`config.mk`:
```
export PLATFORM = sky130hd
export DESIGN_NAME = tvu_trap_vector_unit
export DESIGN_NICKNAME = d
export VERILOG_FILES = /design/src/tvu_pkg.sv /design/src/tvu_axil_slave.sv /design/src/tvu_node_arb.sv /design/src/tvu_trap_vector_unit.sv
export SDC_FILE = /design/constraint.sdc
export NUM_CORES = 1
export LEC_CHECK = 0
export BUFFER_PORTS_ARGS = -buffer_cell sky130_fd_sc_hd__buf_2
export CORE_ASPECT_RATIO = 0.7
export CORE_MARGIN = 2
export CORE_UTILIZATION = 35
export DETAILED_ROUTE_END_ITERATION = 8
export GPL_TIMING_DRIVEN = 0
export SYNTH_ARGS = -nofsm -noshare
export SYNTH_HDL_FRONTEND = slang
export SYNTH_HIERARCHICAL = 1
export SYNTH_SLANG_ARGS = --single-unit
export TNS_END_PERCENT = 10
```
`constraint.sdc`:
```
create_clock -name aclk -period 28.1 [get_ports aclk]
set_clock_uncertainty 0.15 [all_clocks]
set_input_delay 2.81 -clock aclk [delete_from_list [all_inputs] [get_ports aclk]]
set_output_delay 2.81 -clock aclk [all_outputs]
set_load 0.01 [all_outputs]
```
`src/tvu_pkg.sv`:
```
package tvu_pkg;

  // register bus geometry
  localparam int AXI_AW = 8;
  localparam int AXI_DW = 32;
  localparam logic [1:0] RESP_OKAY = 2'h0;
  localparam logic [1:0] RESP_SLVERR = 2'h2;

  // register byte addresses
  localparam logic [7:0] ADDR_TRAP_FLAG = 8'h00;
  localparam logic [7:0] ADDR_TRAP_MASK = 8'h04;
  localparam logic [7:0] ADDR_NODE_REQ = 8'h08;
  localparam logic [7:0] ADDR_NODE_EN = 8'h0c;
  localparam logic [7:0] ADDR_NODE_PRIO = 8'h10;
  localparam logic [7:0] ADDR_STATUS = 8'h14;

  // reset values
  localparam logic [7:0] TRAP_FLAG_RESET = 8'h00;
  localparam logic [7:0] TRAP_MASK_RESET = 8'h00;
  localparam logic [31:0] NODE_PRIO_RESET = 32'h0000_0000;

  // trap flag field positions, matching the packed trap struct
  localparam int FLAG_WIDTH = 8;
  localparam logic [7:0] CLASS_A_BITS = 8'he0;
  localparam logic [7:0] CLASS_B_BITS = 8'h1f;
  localparam logic [7:0] NMI_BIT = 8'h80;
  localparam logic [7:0] STACK_OVER_BIT = 8'h40;
  localparam logic [7:0] STACK_UNDER_BIT = 8'h20;

  // trap numbers and vector locations
  localparam logic [6:0] TRAP_NUM_RESET = 7'h00;
  localparam logic [6:0] TRAP_NUM_NMI = 7'h02;
  localparam logic [6:0] TRAP_NUM_STACK_OVER = 7'h04;
  localparam logic [6:0] TRAP_NUM_STACK_UNDER = 7'h06;
  localparam logic [6:0] TRAP_NUM_CLASS_B = 7'h0a;
  localparam logic [23:0] RESET_VECTOR = 24'h00_0000;
  localparam logic [23:0] NONMASKABLE_VECTOR = 24'h00_0008;
  localparam logic [23:0] STACK_OVER_VECTOR = 24'h00_0010;
  localparam logic [23:0] STACK_UNDER_VECTOR = 24'h00_0018;
  localparam logic [23:0] CLASS_B_VECTOR = 24'h00_0028;

  // interrupt nodes and their trap numbers, node 7 first
  localparam int NODE_COUNT = 8;
  localparam logic [NODE_COUNT-1:0][6:0] NODE_TRAP = {
    7'h42, 7'h41, 7'h2b, 7'h28, 7'h21, 7'h20, 7'h46, 7'h45
  };

  typedef logic [NODE_COUNT-1:0][3:0] tvu_prio_type;

  // hardware trap conditions, also the layout of the trap flag register
  typedef struct packed {
    logic nmi_flag;
    logic stack_over_flag;
    logic stack_under_flag;
    logic bad_opcode_flag;
    logic protected_instr_fault_flag;
    logic bad_word_operand_flag;
    logic bad_instr_access_flag;
    logic bad_ext_bus_flag;
  } tvu_hw_trap_type;

  typedef enum logic [5:0] {
    KIND_NONE = 6'h01,
    KIND_RESET = 6'h02,
    KIND_CLASS_A = 6'h04,
    KIND_CLASS_B = 6'h08,
    KIND_SOFT = 6'h10,
    KIND_NODE = 6'h20
  } tvu_kind_type;

  // branch order handed to the fetch logic
  typedef struct packed {
    tvu_kind_type kind;
    logic [23:0] vector;
    logic [6:0] trap;
    logic [3:0] prio;
  } tvu_branch_type;

  // vector in the lowest code segment, four bytes per trap number
  function automatic logic [23:0] tvu_vector(input logic [6:0] trap);
    return {15'h0000, trap, 2'b00};
  endfunction

  // bit mask built from byte strobes
  function automatic logic [31:0] tvu_strb_mask(input logic [3:0] strb);
    logic [31:0] mask;
    mask = 32'h0000_0000;
    for (int b = 0; b < 4; b++)
    begin
      mask[b*8 +: 8] = {8{strb[b]}};
    end
    return mask;
  endfunction

  // byte-lane merge of a write into an old value
  function automatic logic [31:0] tvu_merge(input logic [31:0] old, input logic [31:0] data,
                                            input logic [3:0] strb);
    logic [31:0] mask;
    mask = tvu_strb_mask(strb);
    return (old & ~mask) | (data & mask);
  endfunction

endpackage

```
`src/tvu_axil_slave.sv`:
```
`timescale 1ns/1ps
module tvu_axil_slave (
  input wire logic aclk,
  input wire logic aresetn,
  input wire logic [tvu_pkg::AXI_AW-1:0] s_axi_awaddr,
  input wire logic s_axi_awvalid,
  output logic s_axi_awready,
  input wire logic [tvu_pkg::AXI_DW-1:0] s_axi_wdata,
  input wire logic [3:0] s_axi_wstrb,
  input wire logic s_axi_wvalid,
  output logic s_axi_wready,
  output logic [1:0] s_axi_bresp,
  output logic s_axi_bvalid,
  input wire logic s_axi_bready,
  input wire logic [tvu_pkg::AXI_AW-1:0] s_axi_araddr,
  input wire logic s_axi_arvalid,
  output logic s_axi_arready,
  output logic [tvu_pkg::AXI_DW-1:0] s_axi_rdata,
  output logic [1:0] s_axi_rresp,
  output logic s_axi_rvalid,
  input wire logic s_axi_rready,
  output logic wr_en,
  output logic [tvu_pkg::AXI_AW-1:0] wr_addr,
  output logic [tvu_pkg::AXI_DW-1:0] wr_data,
  output logic [3:0] wr_strb,
  input wire logic wr_err,
  output logic [tvu_pkg::AXI_AW-1:0] rd_addr,
  input wire logic [tvu_pkg::AXI_DW-1:0] rd_data,
  input wire logic rd_err
);
  import tvu_pkg::*;

  logic aw_held;
  logic w_held;

  // address and data are taken independently, one write at a time
  assign s_axi_awready = !aw_held;
  assign s_axi_wready = !w_held;
  assign wr_en = aw_held && w_held && !s_axi_bvalid;
  assign s_axi_arready = !s_axi_rvalid;
  assign rd_addr = s_axi_araddr;

  // write address holding register
  always_ff @(posedge aclk)
  begin
    if (!aresetn)
    begin
      aw_held <= 1'b0;
      wr_addr <= '0;
    end
    else if (s_axi_awvalid && s_axi_awready)
    begin
      aw_held <= 1'b1;
      wr_addr <= s_axi_awaddr;
    end
    else if (wr_en)
    begin
      aw_held <= 1'b0;
    end
  end

  // write data holding register
  always_ff @(posedge aclk)
  begin
    if (!aresetn)
    begin
      w_held <= 1'b0;
      wr_data <= '0;
      wr_strb <= 4'h0;
    end
    else if (s_axi_wvalid && s_axi_wready)
    begin
      w_held <= 1'b1;
      wr_data <= s_axi_wdata;
      wr_strb <= s_axi_wstrb;
    end
    else if (wr_en)
    begin
      w_held <= 1'b0;
    end
  end

  // write response, error for an unmapped address
  always_ff @(posedge aclk)
  begin
    if (!aresetn)
    begin
      s_axi_bvalid <= 1'b0;
      s_axi_bresp <= RESP_OKAY;
    end
    else if (wr_en)
    begin
      s_axi_bvalid <= 1'b1;
      s_axi_bresp <= wr_err ? RESP_SLVERR : RESP_OKAY;
    end
    else if (s_axi_bready)
    begin
      s_axi_bvalid <= 1'b0;
    end
  end

  // read data captured at the address handshake
  always_ff @(posedge aclk)
  begin
    if (!aresetn)
    begin
      s_axi_rvalid <= 1'b0;
      s_axi_rdata <= '0;
      s_axi_rresp <= RESP_OKAY;
    end
    else if (s_axi_arvalid && s_axi_arready)
    begin
      s_axi_rvalid <= 1'b1;
      s_axi_rdata <= rd_data;
      s_axi_rresp <= rd_err ? RESP_SLVERR : RESP_OKAY;
    end
    else if (s_axi_rready)
    begin
      s_axi_rvalid <= 1'b0;
    end
  end

endmodule

```
`src/tvu_node_arb.sv`:
```
`timescale 1ns/1ps
module tvu_node_arb (
  input wire logic [tvu_pkg::NODE_COUNT-1:0] node_req,
  input wire logic [tvu_pkg::NODE_COUNT-1:0] node_en,
  input wire tvu_pkg::tvu_prio_type node_prio,
  input wire logic [3:0] cpu_prio,
  output logic hit,
  output logic [2:0] idx,
  output logic [3:0] level
);
  import tvu_pkg::*;

  // highest level above the cpu level wins, lower node index on a tie
  always_comb
  begin
    hit = 1'b0;
    idx = 3'h0;
    level = 4'h0;
    for (int i = 0; i < NODE_COUNT; i++)
    begin
      if (node_req[i] && node_en[i] && (node_prio[i] > cpu_prio) &&
          (!hit || (node_prio[i] > level)))
      begin
        hit = 1'b1;
        idx = 3'(i);
        level = node_prio[i];
      end
    end
  end

endmodule

```
`src/tvu_trap_vector_unit.sv`:
```
// What this block does
// - hardware traps branch unmaskably, class A to own vector, class B to shared one
// - each hardware trap sets its flag bit
// - traps preempt code unless a same or higher class trap runs
// - trap service blocks standard and event requests
// - all resets branch to zero, no flag
// - class A vectors 0x08, 0x10, 0x18
// - class B shares vector 0x28, trap 0Ah
// - five class B conditions flagged separately
// - software trap 00h-7Fh keeps cpu priority
// - every node has request, enable, vector, number
// - sixteen levels, only higher level interrupts
// - software may set node request bits
`timescale 1ns/1ps
module tvu_trap_vector_unit (
  input wire logic aclk,
  input wire logic aresetn,
  input wire logic [tvu_pkg::AXI_AW-1:0] s_axi_awaddr,
  input wire logic s_axi_awvalid,
  output logic s_axi_awready,
  input wire logic [tvu_pkg::AXI_DW-1:0] s_axi_wdata,
  input wire logic [3:0] s_axi_wstrb,
  input wire logic s_axi_wvalid,
  output logic s_axi_wready,
  output logic [1:0] s_axi_bresp,
  output logic s_axi_bvalid,
  input wire logic s_axi_bready,
  input wire logic [tvu_pkg::AXI_AW-1:0] s_axi_araddr,
  input wire logic s_axi_arvalid,
  output logic s_axi_arready,
  output logic [tvu_pkg::AXI_DW-1:0] s_axi_rdata,
  output logic [1:0] s_axi_rresp,
  output logic s_axi_rvalid,
  input wire logic s_axi_rready,
  input wire tvu_pkg::tvu_hw_trap_type hw_trap_in,
  input wire logic sw_reset_req,
  input wire logic wdt_overflow,
  input wire logic sw_trap_valid,
  input wire logic [6:0] sw_trap_num,
  output logic sw_trap_ready,
  input wire logic [3:0] cpu_prio,
  input wire logic trap_return,
  input wire logic [tvu_pkg::NODE_COUNT-1:0] node_event,
  output tvu_pkg::tvu_branch_type branch,
  output logic branch_valid,
  input wire logic branch_ready,
  output logic irq
);
  import tvu_pkg::*;

  logic wr_en;
  logic [AXI_AW-1:0] wr_addr;
  logic [AXI_DW-1:0] wr_data;
  logic [3:0] wr_strb;
  logic wr_err;
  logic [AXI_AW-1:0] rd_addr;
  logic [AXI_DW-1:0] rd_data;
  logic rd_err;
  logic [7:0] trap_flag_reg;
  logic [7:0] trap_mask;
  logic [7:0] trap_pend;
  logic [NODE_COUNT-1:0] node_req;
  logic [NODE_COUNT-1:0] node_en;
  tvu_prio_type node_prio;
  logic svc_a;
  logic svc_b;
  logic reset_pend;
  logic node_hit;
  logic [2:0] node_idx;
  logic [3:0] node_level;
  logic [7:0] hw_bits;
  logic [7:0] wr_clear;
  logic [7:0] pend_clear;
  logic [NODE_COUNT-1:0] node_take;
  logic [AXI_AW-1:0] wr_word;
  logic [AXI_AW-1:0] rd_word;
  logic load;
  tvu_branch_type next_branch;

  tvu_axil_slave u_bus (
    .aclk(aclk),
    .aresetn(aresetn),
    .s_axi_awaddr(s_axi_awaddr),
    .s_axi_awvalid(s_axi_awvalid),
    .s_axi_awready(s_axi_awready),
    .s_axi_wdata(s_axi_wdata),
    .s_axi_wstrb(s_axi_wstrb),
    .s_axi_wvalid(s_axi_wvalid),
    .s_axi_wready(s_axi_wready),
    .s_axi_bresp(s_axi_bresp),
    .s_axi_bvalid(s_axi_bvalid),
    .s_axi_bready(s_axi_bready),
    .s_axi_araddr(s_axi_araddr),
    .s_axi_arvalid(s_axi_arvalid),
    .s_axi_arready(s_axi_arready),
    .s_axi_rdata(s_axi_rdata),
    .s_axi_rresp(s_axi_rresp),
    .s_axi_rvalid(s_axi_rvalid),
    .s_axi_rready(s_axi_rready),
    .wr_en(wr_en),
    .wr_addr(wr_addr),
    .wr_data(wr_data),
    .wr_strb(wr_strb),
    .wr_err(wr_err),
    .rd_addr(rd_addr),
    .rd_data(rd_data),
    .rd_err(rd_err)
  );

  tvu_node_arb u_arb (
    .node_req(node_req),
    .node_en(node_en),
    .node_prio(node_prio),
    .cpu_prio(cpu_prio),
    .hit(node_hit),
    .idx(node_idx),
    .level(node_level)
  );

  // address decode on aligned words
  assign hw_bits = hw_trap_in;
  assign wr_word = {wr_addr[AXI_AW-1:2], 2'b00};
  assign rd_word = {rd_addr[AXI_AW-1:2], 2'b00};
  assign wr_err = !(wr_word inside {ADDR_TRAP_FLAG, ADDR_TRAP_MASK, ADDR_NODE_REQ,
                                    ADDR_NODE_EN, ADDR_NODE_PRIO, ADDR_STATUS});
  assign wr_clear = (wr_en && wr_word == ADDR_TRAP_FLAG) ?
                    (wr_data[7:0] & 8'(tvu_strb_mask(wr_strb))) : 8'h00;
  assign irq = |(trap_flag_reg & trap_mask);

  // register read mux, unmapped words read zero with an error
  always_comb
  begin
    rd_data = 32'h0000_0000;
    rd_err = 1'b0;
    case (rd_word)
      ADDR_TRAP_FLAG: rd_data = {24'h00_0000, trap_flag_reg};
      ADDR_TRAP_MASK: rd_data = {24'h00_0000, trap_mask};
      ADDR_NODE_REQ: rd_data = {24'h00_0000, node_req};
      ADDR_NODE_EN: rd_data = {24'h00_0000, node_en};
      ADDR_NODE_PRIO: rd_data = node_prio;
      ADDR_STATUS: rd_data = {16'h0000, trap_pend, 5'h00, reset_pend, svc_a, svc_b};
      default: rd_err = 1'b1;
    endcase
  end

  // branch selection: reset, then class A, class B, software trap, nodes
  always_comb
  begin
    next_branch = '{kind: KIND_NONE, vector: RESET_VECTOR, trap: TRAP_NUM_RESET,
                    prio: cpu_prio};
    pend_clear = 8'h00;
    if (reset_pend)
    begin
      next_branch.kind = KIND_RESET;
      next_branch.prio = 4'h0;
    end
    else if (|(trap_pend & CLASS_A_BITS) && !svc_a)
    begin
      next_branch.kind = KIND_CLASS_A;
      if (|(trap_pend & NMI_BIT))
      begin
        next_branch.trap = TRAP_NUM_NMI;
        pend_clear = NMI_BIT;
      end
      else if (|(trap_pend & STACK_OVER_BIT))
      begin
        next_branch.trap = TRAP_NUM_STACK_OVER;
        pend_clear = STACK_OVER_BIT;
      end
      else
      begin
        next_branch.trap = TRAP_NUM_STACK_UNDER;
        pend_clear = STACK_UNDER_BIT;
      end
    end
    else if (|(trap_pend & CLASS_B_BITS) && !svc_a && !svc_b)
    begin
      next_branch.kind = KIND_CLASS_B;
      next_branch.trap = TRAP_NUM_CLASS_B;
      pend_clear = CLASS_B_BITS;
    end
    else if (sw_trap_valid)
    begin
      next_branch.kind = KIND_SOFT;
      next_branch.trap = sw_trap_num;
    end
    else if (node_hit && !svc_a && !svc_b)
    begin
      next_branch.kind = KIND_NODE;
      next_branch.trap = NODE_TRAP[node_idx];
      next_branch.prio = node_level;
    end
    next_branch.vector = tvu_vector(next_branch.trap);
  end

  assign load = !branch_valid && (next_branch.kind != KIND_NONE);
  assign sw_trap_ready = load && (next_branch.kind == KIND_SOFT);
  assign node_take = (load && next_branch.kind == KIND_NODE) ?
                     NODE_COUNT'(1 << node_idx) : '0;

  // branch order register, held until the fetch logic takes it
  always_ff @(posedge aclk)
  begin
    if (!aresetn)
    begin
      branch_valid <= 1'b0;
      branch <= '{kind: KIND_NONE, vector: RESET_VECTOR, trap: TRAP_NUM_RESET, prio: 4'h0};
    end
    else if (load)
    begin
      branch_valid <= 1'b1;
      branch <= next_branch;
    end
    else if (branch_ready)
    begin
      branch_valid <= 1'b0;
    end
  end

  // sticky trap flags, a new trap wins over a write-one clear
  always_ff @(posedge aclk)
  begin
    if (!aresetn)
    begin
      trap_flag_reg <= TRAP_FLAG_RESET;
    end
    else
    begin
      trap_flag_reg <= (trap_flag_reg & ~wr_clear) | hw_bits;
    end
  end

  // pending traps, cleared when their branch is issued
  always_ff @(posedge aclk)
  begin
    if (!aresetn)
    begin
      trap_pend <= 8'h00;
    end
    else
    begin
      trap_pend <= (trap_pend & ~(load ? pend_clear : 8'h00)) | hw_bits;
    end
  end

  // reset branch pending after any reset cause
  always_ff @(posedge aclk)
  begin
    if (!aresetn)
    begin
      reset_pend <= 1'b1;
    end
    else if (sw_reset_req || wdt_overflow)
    begin
      reset_pend <= 1'b1;
    end
    else if (load && next_branch.kind == KIND_RESET)
    begin
      reset_pend <= 1'b0;
    end
  end

  // trap service nesting: class A may sit on top of class B
  always_ff @(posedge aclk)
  begin
    if (!aresetn || sw_reset_req || wdt_overflow)
    begin
      svc_a <= 1'b0;
      svc_b <= 1'b0;
    end
    else
    begin
      if (load && next_branch.kind == KIND_CLASS_A)
        svc_a <= 1'b1;
      else if (trap_return && svc_a)
        svc_a <= 1'b0;
      if (load && next_branch.kind == KIND_CLASS_B)
        svc_b <= 1'b1;
      else if (trap_return && !svc_a && svc_b)
        svc_b <= 1'b0;
    end
  end

  // interrupt mask for the trap flags
  always_ff @(posedge aclk)
  begin
    if (!aresetn)
      trap_mask <= TRAP_MASK_RESET;
    else if (wr_en && wr_word == ADDR_TRAP_MASK)
      trap_mask <= 8'(tvu_merge({24'h00_0000, trap_mask}, wr_data, wr_strb));
  end

  // node requests: events and software set, acceptance clears, an event wins
  always_ff @(posedge aclk)
  begin
    if (!aresetn)
      node_req <= '0;
    else if (wr_en && wr_word == ADDR_NODE_REQ)
      node_req <= (8'(tvu_merge({24'h00_0000, node_req}, wr_data, wr_strb)) & ~node_take)
                  | node_event;
    else
      node_req <= (node_req & ~node_take) | node_event;
  end

  // node enables and levels
  always_ff @(posedge aclk)
  begin
    if (!aresetn)
    begin
      node_en <= '0;
      node_prio <= NODE_PRIO_RESET;
    end
    else if (wr_en && wr_word == ADDR_NODE_EN)
      node_en <= 8'(tvu_merge({24'h00_0000, node_en}, wr_data, wr_strb));
    else if (wr_en && wr_word == ADDR_NODE_PRIO)
      node_prio <= tvu_merge(node_prio, wr_data, wr_strb);
  end

  chk_flag_sets: assert property (@(posedge aclk) disable iff (!aresetn)
    (hw_bits != 8'h00) |=> ((trap_flag_reg & $past(hw_bits)) == $past(hw_bits)))
    else $error("trap flag not set by trap");

  chk_class_a_taken: assert property (@(posedge aclk) disable iff (!aresetn)
    (!branch_valid && !reset_pend && |(trap_pend & CLASS_A_BITS) && !svc_a)
    |=> (branch_valid && branch.kind == KIND_CLASS_A))
    else $error("class A trap not taken");

  chk_class_a_vector: assert property (@(posedge aclk) disable iff (!aresetn)
    (branch_valid && branch.kind == KIND_CLASS_A) |->
    ((branch.trap == TRAP_NUM_NMI && branch.vector == NONMASKABLE_VECTOR) ||
     (branch.trap == TRAP_NUM_STACK_OVER && branch.vector == STACK_OVER_VECTOR) ||
     (branch.trap == TRAP_NUM_STACK_UNDER && branch.vector == STACK_UNDER_VECTOR)))
    else $error("class A vector wrong");

  chk_a_nesting: assert property (@(posedge aclk) disable iff (!aresetn)
    ($rose(branch_valid) && branch.kind == KIND_CLASS_A) |-> !$past(svc_a))
    else $error("class A taken inside class A");

  chk_class_b_shared: assert property (@(posedge aclk) disable iff (!aresetn)
    (branch_valid && branch.kind == KIND_CLASS_B) |->
    (branch.trap == TRAP_NUM_CLASS_B && branch.vector == CLASS_B_VECTOR))
    else $error("class B vector wrong");

  chk_node_blocked: assert property (@(posedge aclk) disable iff (!aresetn)
    ($rose(branch_valid) && branch.kind == KIND_NODE) |-> (!$past(svc_a) && !$past(svc_b)))
    else $error("node interrupt during trap service");

  chk_reset_vector: assert property (@(posedge aclk) disable iff (!aresetn)
    (branch_valid && branch.kind == KIND_RESET) |->
    (branch.vector == RESET_VECTOR && branch.trap == TRAP_NUM_RESET))
    else $error("reset vector wrong");

  chk_reset_no_flag: assert property (@(posedge aclk) disable iff (!aresetn)
    ((sw_reset_req || wdt_overflow) && hw_bits == 8'h00 && !wr_en)
    |=> $stable(trap_flag_reg))
    else $error("reset cause changed trap flags");

  chk_soft_trap: assert property (@(posedge aclk) disable iff (!aresetn)
    (sw_trap_valid && sw_trap_ready) |=>
    (branch_valid && branch.trap == $past(sw_trap_num) && branch.prio == $past(cpu_prio)
     && branch.vector == {15'h0000, $past(sw_trap_num), 2'b00}))
    else $error("software trap branch wrong");

  chk_node_level: assert property (@(posedge aclk) disable iff (!aresetn)
    ($rose(branch_valid) && branch.kind == KIND_NODE) |-> (branch.prio > $past(cpu_prio)))
    else $error("node level not above cpu level");

  chk_branch_hold: assert property (@(posedge aclk) disable iff (!aresetn)
    (branch_valid && !branch_ready) |=> (branch_valid && $stable(branch)))
    else $error("branch order dropped before taken");

endmodule

```
==> qor.yml <==
power_and_ir_drop:
  peakVddDrop_v: 0.0000346
  switchingPower_mw: 0.145
  power_frac_comb: 0.098
  leakagePower_nw: 4.90
  p_int_mw: 0.414
  swShare: 0.259
  seqPwrFrac: 0.467
  cellPowerDensity_mw_per_mm2: 48.0
  p_clk_frac: 0.435
worst_setup_path:
  worstSetupPathType: "input pin to register"
  arrival_ns: 16.42
  worst_setup_path_start_kind: "input pin"
  critPathMaxStageDelay_ns: 0.49
  cp_top_family: "compound AO/OA/AOI/OAI gates"
  path_buf_inv: 6
  cpMaxStageDelayCell: "a21oi_1"
  required_ns: 28.29
  crit_fanout: 10
  crit_path_end_kind: "register"
global_routing:
  grt_pass1_wl_mm: 48.6
  antenna_found_initial: 0
  grt_pass1_vias: 8205
  grt_use_total: 0.219
  grt-ovfl-total: 0
  grt_max_degree: 17
floorplanning:
  die_w_um: 204
  start_util: 0.354
  row_count: 51
  die_h_um: 144
  io_pins: 176
  core_sq_mm: 0.0276
  die_area_sq_mm: 0.0293
clocking:
  htreeDepth: 4
  cts_resized: 0
  clk_pin_slew_ns: 0.07
  post_cts_buffers: 0
  cts_buffers: 17
  worstSkewPairLatency_ns: 0.44
  cts_tree: "done"
  root_buffer: "clkbuf_16"
  cts-hold-fix-buffers: 0
  clockBufferDepth: 2
  clock-sinks: 173
cells_and_area:
  layout-area-overhead-vs-synth_pct: 18.9
  final_cell_mix: "210 x nand2_1, 173 x dfxtp_1, 157 x buf_2"
  layout_commonest_cell: "nand2_1"
  layoutNonFillerInstCount: 1695
  drive_gt1_frac: 0.216
  fin_nets: 1467
placement:
  gp_congestion: 0.929
  dp.cells: 1662
  hpwlAfterDp_mm: 25.5
  port_buffers: 146
timing:
  rsz0062_at_grt: "no"
  fin_crit_sh: 0.578
  fin_setup_tns_ns: 0
  hold_violations: 0
  fmax_mhz: 61.6
  setup_viol: 0
  worst_slew_pin_slew_ns: 1.19
  final_max_slew_viol_count: 0
  slew-limit-headroom: 0.204
  min_period_ns: 16.23
run_status:
  status: "completed"
routing:
  first_pass_iters: 7
  routed_wirelength_mm: 32.1
  drcViolationCount: 0
  vias: 8926
  wl_per_cell_um: 18.9
  drt.antenna.violating_nets: 0
  drtIter0Drc: 818
  via_per_inst: 5.27
run:
  max_cap_viol_count: 0
synth:
  synth.cell_area_sq_mm: 0.00979
  synth-warning-count: 6
  netlist_instances: 1128
  syn_area_per_cell_sq_um: 8.68
worst_hold_path:
  hold_path.class: "register to register"
-- through the flow --
stage	total power [mW]	utilization	cell area, sq um	hold slack, ns	setup slack, ns
3_5_place_dp	0.320	0.400	11000	0.295	11.73
6_report	0.559	0.421	11600	0.301	11.87
2_1_floorplan	0.298	-	9850	0.284	13.84
4_1_cts	0.561	0.421	11600	0.304	12.17
5_1_grt	0.578	0.421	11600	0.317	10.89
3_3_place_gp	0.320	0.400	11000	0.292	11.85
-- worst paths after layout --
| kind | start | endpoint | slack, ns | cells after the start |
|---|---|---|---|---|
| setup reg to reg | register | branch[5]$_SDFFE_PN0P_ | 14.23 | 65 |
| hold / removal | u_bus/s_axi_rdata[16]$_SDFFE_PN0P_ | u_bus/s_axi_rdata[16]$_SDFFE_PN0P_ | 0.30 | 2 |
| setup / recovery | cpu_prio[2] | branch[5]$_SDFFE_PN0P_ | 11.87 | 67 |
| hold reg to reg | u_bus/s_axi_rdata[16]$_SDFFE_PN0P_ | u_bus/s_axi_rdata[16]$_SDFFE_PN0P_ | 0.30 | 2 |
-- layout make-up --
class	count	area, sq um
Antenna cell	1	2.50
Buffer	91	544
Clock buffer	20	457
Clock inverter	12	134
Fill cell	2829	16000
Inverter	31	116
Multi-Input combinational cell	850	5730
Sequential cell	173	3460
Tap cell	371	464
Timing Repair Buffer	146	731
-- metal layers --
| layer | global-route usage | part of all wire | vias up |
|---|---|---|---|
| met2 | 0.293 | 0.39 | 338 |
| li1 | - | - | 4324 |
| met3 | 0.0551 | 0.090 | 17 |
| met4 | 0.0469 | 0.0065 | 0 |
| met5 | 0 | 0 | - |
| met1 | 0.340 | 0.52 | 4247 |
-- worst min-delay path: cells and delay by family, from the launching register on --
| family | cells | cell delay [ns] |
|---|---|---|
| AOI/OAI and AO/OA | 1 | 0.05 |
| DFF | 1 | 0.31 |
| and+or+nand+nor | 1 | 0.05 |
-- power by group through the flow --
stage	Combinational, mW	Sequential, mW	Clock (mW)
final	0.0549	0.261	0.243
after global routing	0.0602	0.261	0.256
after CTS	0.0545	0.260	0.246
after detailed placement	0.0543	0.266	0
after global placement	0.0537	0.266	0
after floorplan	0.0349	0.263	0
Note: power is estimated with default switching activity, not from simulation.
